==> src/shared/mac_ctrl_pkg.sv <==
// package: register map, field positions, reset values, timing counts
package mac_ctrl_pkg;
    // ***********************************************************
    // register offsets (byte addresses)
    // ***********************************************************
    localparam logic [7:0] OFF_MAC_CONTROL = 8'h80;
    localparam logic [7:0] OFF_HASH_HIGH   = 8'h8C;
    localparam logic [7:0] OFF_HASH_LOW    = 8'h90;
    localparam logic [7:0] OFF_STATION_HI  = 8'h84;
    localparam logic [7:0] OFF_STATION_LO  = 8'h88;
    localparam logic [7:0] OFF_MODE_STATUS = 8'hC0;
    // ***********************************************************
    // mac_control field positions
    // ***********************************************************
    localparam int BIT_LOOPBACK    = 21;
    localparam int BIT_FULL_DUPLEX = 20;
    localparam int BIT_PASS_MCAST  = 19;
    localparam int BIT_ACCEPT_ANY  = 18;
    localparam int BIT_INVERSE     = 17;
    localparam int BIT_PASS_ERR    = 16;
    localparam int BIT_HASH_ONLY   = 15;
    localparam int BIT_HASH_SEL    = 13;
    localparam int BIT_LATE_RETRY  = 12;
    localparam logic [31:0] CTRL_WRITE_MASK = 32'h003FB000;
    localparam logic [31:0] CTRL_RESET      = 32'h00040000;
    // ***********************************************************
    // timing
    // ***********************************************************
    localparam int CLK_PERIOD_PS    = 5000;
    localparam int LOOP_SETTLE_NS   = 10000;
    localparam int LOOP_SETTLE_CYC  =
        (LOOP_SETTLE_NS * 1000 + CLK_PERIOD_PS - 1) / CLK_PERIOD_PS;
    localparam int SETTLE_W         = 12;
endpackage

==> src/shared/frame_if.sv <==
// interface: one MII-side frame byte stream with frame markers
interface frame_if;
    logic       valid;
    logic [7:0] data;
    logic       last;
    logic       error;
    modport src (output valid, output data, output last, output error);
    modport dst (input valid, input data, input last, input error);
endinterface

==> src/hw/addr_filter.sv <==
// destination address filter decision for one received frame
module addr_filter
    import mac_ctrl_pkg::*;
(
    // control
    input  wire logic [31:0] i_ctrl,
    input  wire logic [63:0] i_hash,
    input  wire logic [47:0] i_station,
    // frame destination
    input  wire logic [47:0] i_dest,
    // decision
    output logic             o_pass
);
    function automatic logic [5:0] hash_index(input logic [47:0] a);
        logic [31:0] crc;
        logic        fb;
        crc = 32'hFFFFFFFF;
        for (int i = 0; i < 48; i++) begin
            fb  = crc[31] ^ a[i];
            crc = {crc[30:0], 1'b0};
            if (fb) crc = crc ^ 32'h04C11DB7;
        end
        return crc[31:26];
    endfunction

    logic       mcast;
    logic       exact;
    logic       hashed;
    logic [5:0] idx;

    always_comb begin
        mcast  = i_dest[0];
        exact  = (i_dest == i_station);
        idx    = hash_index(i_dest);
        hashed = i_hash[idx];
        o_pass = 1'b0;
        if (i_ctrl[BIT_ACCEPT_ANY]) begin
            o_pass = 1'b1;
        end else if (mcast && i_ctrl[BIT_PASS_MCAST]) begin
            o_pass = 1'b1;
        end else if (!i_ctrl[BIT_HASH_SEL]) begin
            // inversion only meaningful for exact matching
            o_pass = exact ^ i_ctrl[BIT_INVERSE];
        end else if (mcast || i_ctrl[BIT_HASH_ONLY]) begin
            o_pass = hashed;
        end else begin
            o_pass = exact;
        end
    end
endmodule

==> src/hw/loop_mux.sv <==
// loopback steering between MAC transmit, PHY and MAC receive
module loop_mux (
    // clock and reset
    input  wire logic i_clk,
    input  wire logic i_rst_n,
    // control
    input  wire logic i_loop,
    // streams
    frame_if.dst      mac_tx,
    frame_if.dst      phy_rx,
    frame_if.src      to_phy,
    frame_if.src      to_rx
);
    typedef struct packed {
        logic       tv;
        logic [7:0] td;
        logic       tl;
        logic       te;
        logic       rv;
        logic [7:0] rd;
        logic       rl;
        logic       re;
    } mux_state_t;
    mux_state_t st_reg;
    mux_state_t st_next;

    always_comb begin
        st_next = '0;
        if (i_loop) begin
            // frame turned back, PHY sees nothing
            st_next.rv = mac_tx.valid;
            st_next.rd = mac_tx.data;
            st_next.rl = mac_tx.last;
            st_next.re = mac_tx.error;
        end else begin
            st_next.tv = mac_tx.valid;
            st_next.td = mac_tx.data;
            st_next.tl = mac_tx.last;
            st_next.te = mac_tx.error;
            st_next.rv = phy_rx.valid;
            st_next.rd = phy_rx.data;
            st_next.rl = phy_rx.last;
            st_next.re = phy_rx.error;
        end
    end

    always_ff @(posedge i_clk or negedge i_rst_n) begin
        if (!i_rst_n) begin
            st_reg <= '0;
        end else begin
            st_reg <= st_next;
        end
    end

    assign to_phy.valid = st_reg.tv;
    assign to_phy.data  = st_reg.td;
    assign to_phy.last  = st_reg.tl;
    assign to_phy.error = st_reg.te;
    assign to_rx.valid  = st_reg.rv;
    assign to_rx.data   = st_reg.rd;
    assign to_rx.last   = st_reg.rl;
    assign to_rx.error  = st_reg.re;
endmodule

==> src/hw/mac_rx_filter_mode_control.sv <==
// MAC mode control: control register, loopback, filtering, collision policy
//
// The plain strobed port and the register addresses are this design's own decisions.
module mac_rx_filter_mode_control
    import mac_ctrl_pkg::*;
#(
    parameter int SETTLE_CYCLES = LOOP_SETTLE_CYC
) (
    // clock and reset
    input  wire logic        I_CLOCK,
    input  wire logic        I_ARST_N,
    // register port
    input  wire logic [7:0]  I_ADDR,
    input  wire logic [31:0] I_WDATA,
    input  wire logic        I_WR,
    input  wire logic        I_RD,
    output logic      [31:0] O_RDATA,
    // MAC transmit stream in
    input  wire logic        I_TX_VALID,
    input  wire logic [7:0]  I_TX_DATA,
    input  wire logic        I_TX_LAST,
    input  wire logic        I_TX_ERR,
    // transmit collision indications
    input  wire logic        I_TX_COLL,
    input  wire logic        I_TX_LATE,
    // PHY receive stream in
    input  wire logic        I_PHY_VALID,
    input  wire logic [7:0]  I_PHY_DATA,
    input  wire logic        I_PHY_LAST,
    input  wire logic        I_PHY_ERR,
    // PHY transmit stream out
    output logic             O_PHY_VALID,
    output logic [7:0]       O_PHY_DATA,
    output logic             O_PHY_LAST,
    output logic             O_PHY_ERR,
    // received frame decision
    output logic             O_RX_ACCEPT,
    output logic             O_RX_DROP,
    // transmit decisions and status
    output logic             O_TX_RETRY,
    output logic             O_TX_ABORT,
    output logic             O_TX_LATE_STAT,
    output logic             O_RX_BLOCK_OWN
);
    // ***********************************************************
    // reset release
    // ***********************************************************
    logic [1:0] rst_sync_reg;
    logic       rst_n;
    always_ff @(posedge I_CLOCK or negedge I_ARST_N) begin
        if (!I_ARST_N) begin
            rst_sync_reg <= 2'b00;
        end else begin
            rst_sync_reg <= {rst_sync_reg[0], 1'b1};
        end
    end
    assign rst_n = rst_sync_reg[1];

    // ***********************************************************
    // loopback path
    // ***********************************************************
    frame_if mac_tx ();
    frame_if phy_rx ();
    frame_if to_phy ();
    frame_if to_rx  ();
    assign mac_tx.valid = I_TX_VALID;
    assign mac_tx.data  = I_TX_DATA;
    assign mac_tx.last  = I_TX_LAST;
    assign mac_tx.error = I_TX_ERR;
    assign phy_rx.valid = I_PHY_VALID;
    assign phy_rx.data  = I_PHY_DATA;
    assign phy_rx.last  = I_PHY_LAST;
    assign phy_rx.error = I_PHY_ERR;

    typedef struct packed {
        logic [31:0]         ctrl;
        logic [31:0]         hash_hi;
        logic [31:0]         hash_lo;
        logic [31:0]         sta_hi;
        logic [31:0]         sta_lo;
        logic [31:0]         rdata;
        logic                loop_eff;
        logic [SETTLE_W-1:0] settle;
        logic [47:0]         dest;
        logic [2:0]          dcnt;
        logic                in_frame;
        logic                accept;
        logic                drop;
        logic                retry;
        logic                abort;
        logic                late_stat;
        logic                block_own;
        logic                tv;
        logic [7:0]          td;
        logic                tl;
        logic                te;
    } top_state_t;
    top_state_t s_reg;
    top_state_t s_next;

    loop_mux u_loop (
        .i_clk   (I_CLOCK),
        .i_rst_n (rst_n),
        .i_loop  (s_reg.loop_eff),
        .mac_tx  (mac_tx),
        .phy_rx  (phy_rx),
        .to_phy  (to_phy),
        .to_rx   (to_rx)
    );

    // ***********************************************************
    // address filter
    // ***********************************************************
    logic        pass;
    logic [47:0] dest_now;
    assign dest_now = (s_reg.dcnt == 3'd5) ?
        {to_rx.data, s_reg.dest[39:0]} : s_reg.dest;

    addr_filter u_filt (
        .i_ctrl    (s_reg.ctrl),
        .i_hash    ({s_reg.hash_hi, s_reg.hash_lo}),
        .i_station ({s_reg.sta_hi[15:0], s_reg.sta_lo}),
        .i_dest    (dest_now),
        .o_pass    (pass)
    );

    // ***********************************************************
    // next state
    // ***********************************************************
    logic [SETTLE_W-1:0] settle_len;
    assign settle_len = SETTLE_W'(SETTLE_CYCLES);

    always_comb begin
        s_next = s_reg;
        s_next.accept = 1'b0;
        s_next.drop   = 1'b0;
        s_next.retry  = 1'b0;
        s_next.abort  = 1'b0;
        s_next.late_stat = 1'b0;
        s_next.rdata  = 32'h00000000;
        // register writes
        if (I_WR) begin
            case (I_ADDR)
                OFF_MAC_CONTROL: begin
                    s_next.ctrl = I_WDATA & CTRL_WRITE_MASK;
                    if (I_WDATA[BIT_LOOPBACK] !=
                        s_reg.ctrl[BIT_LOOPBACK]) begin
                        s_next.settle = settle_len;
                    end
                end
                OFF_HASH_HIGH:  s_next.hash_hi = I_WDATA;
                OFF_HASH_LOW:   s_next.hash_lo = I_WDATA;
                OFF_STATION_HI: s_next.sta_hi  = {16'h0000, I_WDATA[15:0]};
                OFF_STATION_LO: s_next.sta_lo  = I_WDATA;
                default: ;
            endcase
        end
        // register reads
        if (I_RD) begin
            case (I_ADDR)
                OFF_MAC_CONTROL: s_next.rdata = s_reg.ctrl;
                OFF_HASH_HIGH:   s_next.rdata = s_reg.hash_hi;
                OFF_HASH_LOW:    s_next.rdata = s_reg.hash_lo;
                OFF_STATION_HI:  s_next.rdata = s_reg.sta_hi;
                OFF_STATION_LO:  s_next.rdata = s_reg.sta_lo;
                OFF_MODE_STATUS:
                    s_next.rdata = {30'h00000000,
                                    s_reg.settle != '0, s_reg.loop_eff};
                default:         s_next.rdata = 32'h00000000;
            endcase
        end
        // loopback takes effect once settling ends; change is not instant
        if (s_reg.settle != '0) begin
            s_next.settle = s_reg.settle - 1'b1;
            if (s_reg.settle == SETTLE_W'(1)) begin
                s_next.loop_eff = s_reg.ctrl[BIT_LOOPBACK];
            end
        end
        // half duplex: ignore own transmission on the receive side
        s_next.block_own = I_TX_VALID && !s_reg.ctrl[BIT_FULL_DUPLEX]
                           && !s_reg.loop_eff;
        // destination capture and decision at frame end
        if (to_rx.valid && !s_reg.block_own) begin
            if (s_reg.dcnt < 3'd6) begin
                s_next.dest[s_reg.dcnt*8 +: 8] = to_rx.data;
                s_next.dcnt = s_reg.dcnt + 3'd1;
            end
            if (s_reg.dcnt == 3'd5) begin
                s_next.in_frame = pass;
            end
            if (to_rx.last) begin
                s_next.dcnt = 3'd0;
                // runts never reach six bytes and are dropped unless BIT_PASS_ERR and BIT_ACCEPT_ANY are both set
                if ((s_reg.dcnt == 3'd5 ? pass : s_reg.in_frame)
                    && s_reg.dcnt >= 3'd5
                    && (!to_rx.error || s_reg.ctrl[BIT_PASS_ERR])) begin
                    s_next.accept = 1'b1;
                end else if (s_reg.ctrl[BIT_PASS_ERR] && s_reg.dcnt < 3'd5
                             && s_reg.ctrl[BIT_ACCEPT_ANY]) begin
                    s_next.accept = 1'b1;
                end else begin
                    s_next.drop = 1'b1;
                end
                s_next.in_frame = 1'b0;
            end
        end
        // late collision policy
        if (I_TX_COLL && I_TX_LATE) begin
            s_next.late_stat = 1'b1;
            if (s_reg.ctrl[BIT_LATE_RETRY]) begin
                s_next.retry = 1'b1;
            end else begin
                s_next.abort = 1'b1;
            end
        end else if (I_TX_COLL) begin
            s_next.retry = 1'b1;
        end
        // PHY output registered once more so all outputs are flops
        s_next.tv = to_phy.valid;
        s_next.td = to_phy.data;
        s_next.tl = to_phy.last;
        s_next.te = to_phy.error;
    end

    always_ff @(posedge I_CLOCK or negedge rst_n) begin
        if (!rst_n) begin
            s_reg      <= '0;
            s_reg.ctrl <= CTRL_RESET;
        end else begin
            s_reg <= s_next;
        end
    end

    // ***********************************************************
    // outputs
    // ***********************************************************
    assign O_RDATA        = s_reg.rdata;
    assign O_PHY_VALID    = s_reg.tv;
    assign O_PHY_DATA     = s_reg.td;
    assign O_PHY_LAST     = s_reg.tl;
    assign O_PHY_ERR      = s_reg.te;
    assign O_RX_ACCEPT    = s_reg.accept;
    assign O_RX_DROP      = s_reg.drop;
    assign O_TX_RETRY     = s_reg.retry;
    assign O_TX_ABORT     = s_reg.abort;
    assign O_TX_LATE_STAT = s_reg.late_stat;
    assign O_RX_BLOCK_OWN = s_reg.block_own;
endmodule

==> config.mk <==
export PLATFORM = sky130hd
export DESIGN_NAME = mac_rx_filter_mode_control
export DESIGN_NICKNAME = d
export VERILOG_FILES = /design/src/shared/mac_ctrl_pkg.sv /design/src/shared/frame_if.sv /design/src/hw/addr_filter.sv /design/src/hw/loop_mux.sv /design/src/hw/mac_rx_filter_mode_control.sv
export SDC_FILE = /design/constraint.sdc
export NUM_CORES = 1
export LEC_CHECK = 0
export ABC_AREA = 0
export ABC_CLOCK_PERIOD_IN_PS = 9700
export CAP_MARGIN = 20
export CORE_MARGIN = 2
export CORE_UTILIZATION = 55
export DETAILED_ROUTE_END_ITERATION = 16
export DONT_BUFFER_PORTS = 1
export PLACE_DENSITY = 0.7
export SLEW_MARGIN = 0
export SYNTH_ARGS = -nofsm -noshare
export SYNTH_HDL_FRONTEND = slang
export SYNTH_HIERARCHICAL = 1
export SYNTH_SLANG_ARGS = --single-unit
==> constraint.sdc <==
create_clock -name I_CLOCK -period 9.7 [get_ports I_CLOCK]
set_input_delay 0.97 -clock I_CLOCK [delete_from_list [all_inputs] [get_ports I_CLOCK]]
set_output_delay 0.97 -clock I_CLOCK [all_outputs]
set_load 0.02 [all_outputs]
==> impl_metrics.tcl <==
set metrics [dict create \
    max_cap_viol_count 0 \
    yosysWarnings 6 \
    dp_slack_ps 4100 \
    drt-initial-drc-count 742 \
    drtAntennaViolNets 0 \
    grt_pass1_wl_mm 57.6 \
    drive_gt1_frac 0.264 \
    wirelength_mm 37.9 \
    relSlewSlack 0.376 \
    start_util 0.557 \
    final_nets 1162 \
    syn_area_per_cell_um2 13.0 \
    max_freq_mhz 177 \
    wl_per_cell_um 26.2 \
    min_period_ps 5650 \
    tightest_slew_ps 937 \
    die_h_um 169 \
    worstSkewPairLatency_ps 530 \
    hold_viol 0 \
    final_common_cell "dfrtp_1" \
    htree_levels 1 \
    cts_resized 0 \
    run_status "complete, no violations" \
    grt_pass1_vias 9178 \
    coreArea_um2 26800 \
    cts_buffer_depth 3 \
    routed_via_density 6.14 \
    vias 8895 \
    die_w_um 169 \
    rr_startpoint "s_reg[23]" \
    cp-end-kind "register" \
    fin_ws_ps 4050 \
    synth_fp_nets 1222 \
    rsz0062_at_grt "no" \
    post-cts-setup-buffers 0 \
    drv_slew 0 \
    period_share 0.583 \
    hpwl_mm 27.2 \
    clock-sinks 259 \
    tns_ps 0 \
    antenna_cells 0 \
    areaGrowthSynthToFinish_pct 5.72 \
    clock_skew_ps 8.40 \
    rows 60 \
    cp-start-kind "register" \
    required_ps 10120 \
    syn_inst 1148 \
    path_max_fanout 14 \
    synth_area_um2 14900 \
    nFillCells 2123 \
    critical_path_class "register to register" \
    overflow 0 \
    dieArea_um2 28500 \
    track_usage 0.270 \
    r2r_slack_ps 4050 \
    hold_class "input port to async pin" \
    largest_reg_flops 186 \
    firstDrtPassIters 5 \
    setup_viol 0 \
    place_congestion 0.910 \
    cp.arrival_ps 6070 \
    most-common-layout-cells "dfrtp_1 (257), mux2_2 (148), xnor2_1 (107)" \
    grt_start_max_net_pins 74 \
    root_buffer "clkbuf_16" \
    regToRegEndpoint "O_RX_ACCEPT" \
    cts_made_buffers 27 \
    antenna_found_initial 1 \
    post-route-drc-count 0 \
    cts_hold_buf 0 \
    clkTransAtPathRegs_ps 60 \
    reg2regPathDepth 15 \
    fin_util 0.589 \
    cts_tree "built" \
    portBuffers 0 \
    io_pins 117 \
]
-- how the worst max path moves through the flow --
stage                               end  depth (start not counted)       startpoint  slack, ps
after floorplan           O_PHY_DATA[0]                          0  rst_sync_reg[1]       1950
after global placement      O_RX_ACCEPT                         15        s_reg[23]       4140
after detailed placement    O_RX_ACCEPT                         15        s_reg[23]       4100
after CTS                   O_RX_ACCEPT                         15        s_reg[23]       4060
after global routing        O_RX_ACCEPT                         15        s_reg[23]       3740
final                       O_RX_ACCEPT                         15        s_reg[23]       4050
-- layer usage --
metal / track usage / vias up / wire length (µm)
met3: 0.0603 / 75 / 2780
met4: 0.100 / 2 / 1450
met2: 0.419 / 316 / 17400
met1: 0.377 / 4586 / 16300
met5: 0 / - / 14
li1: - / 3916 / -
-- metrics by stage --
| stage | cell area (µm²) | std cells | hold WS (ps) |
|---|---|---|---|
| after global routing | 15800 | 1448 | 117 |
| after CTS | 15800 | 1447 | 124 |
| after floorplan | 14900 | 1148 | 331 |
| final | 15800 | 1448 | 139 |
| after global placement | 14800 | 1399 | 332 |
| after detailed placement | 14800 | 1399 | 335 |
-- final cells by class --
cell class	instances	area, µm²	area share
Clock buffer	39	811	0.0514
Clock inverter	9	123	0.00777
Inverter	18	67.6	0.00428
Multi-Input combinational cell	770	7760	0.492
Sequential cell	259	6490	0.411
Tap cell	341	427	0.0270
Timing Repair Buffer	12	110	0.00697
-- worst max-delay path: stages (launching register included) --
cell	delay, ps
dfrtp_1	700
xnor3_1	550
xor2_1	420
xnor3_1	460
xor2_1	310
xnor3_2	410
xnor3_1	410
xnor2_2	170
buf_4	310
mux4_1	600
mux4_2	470
nand3b_1	100
o211ai_1	140
mux2i_1	220
o21ai_0	140
nor2b_1	140
Power is not shown: default switching activity piles up to over one toggle a cycle in this logic, so the estimate is an artifact.
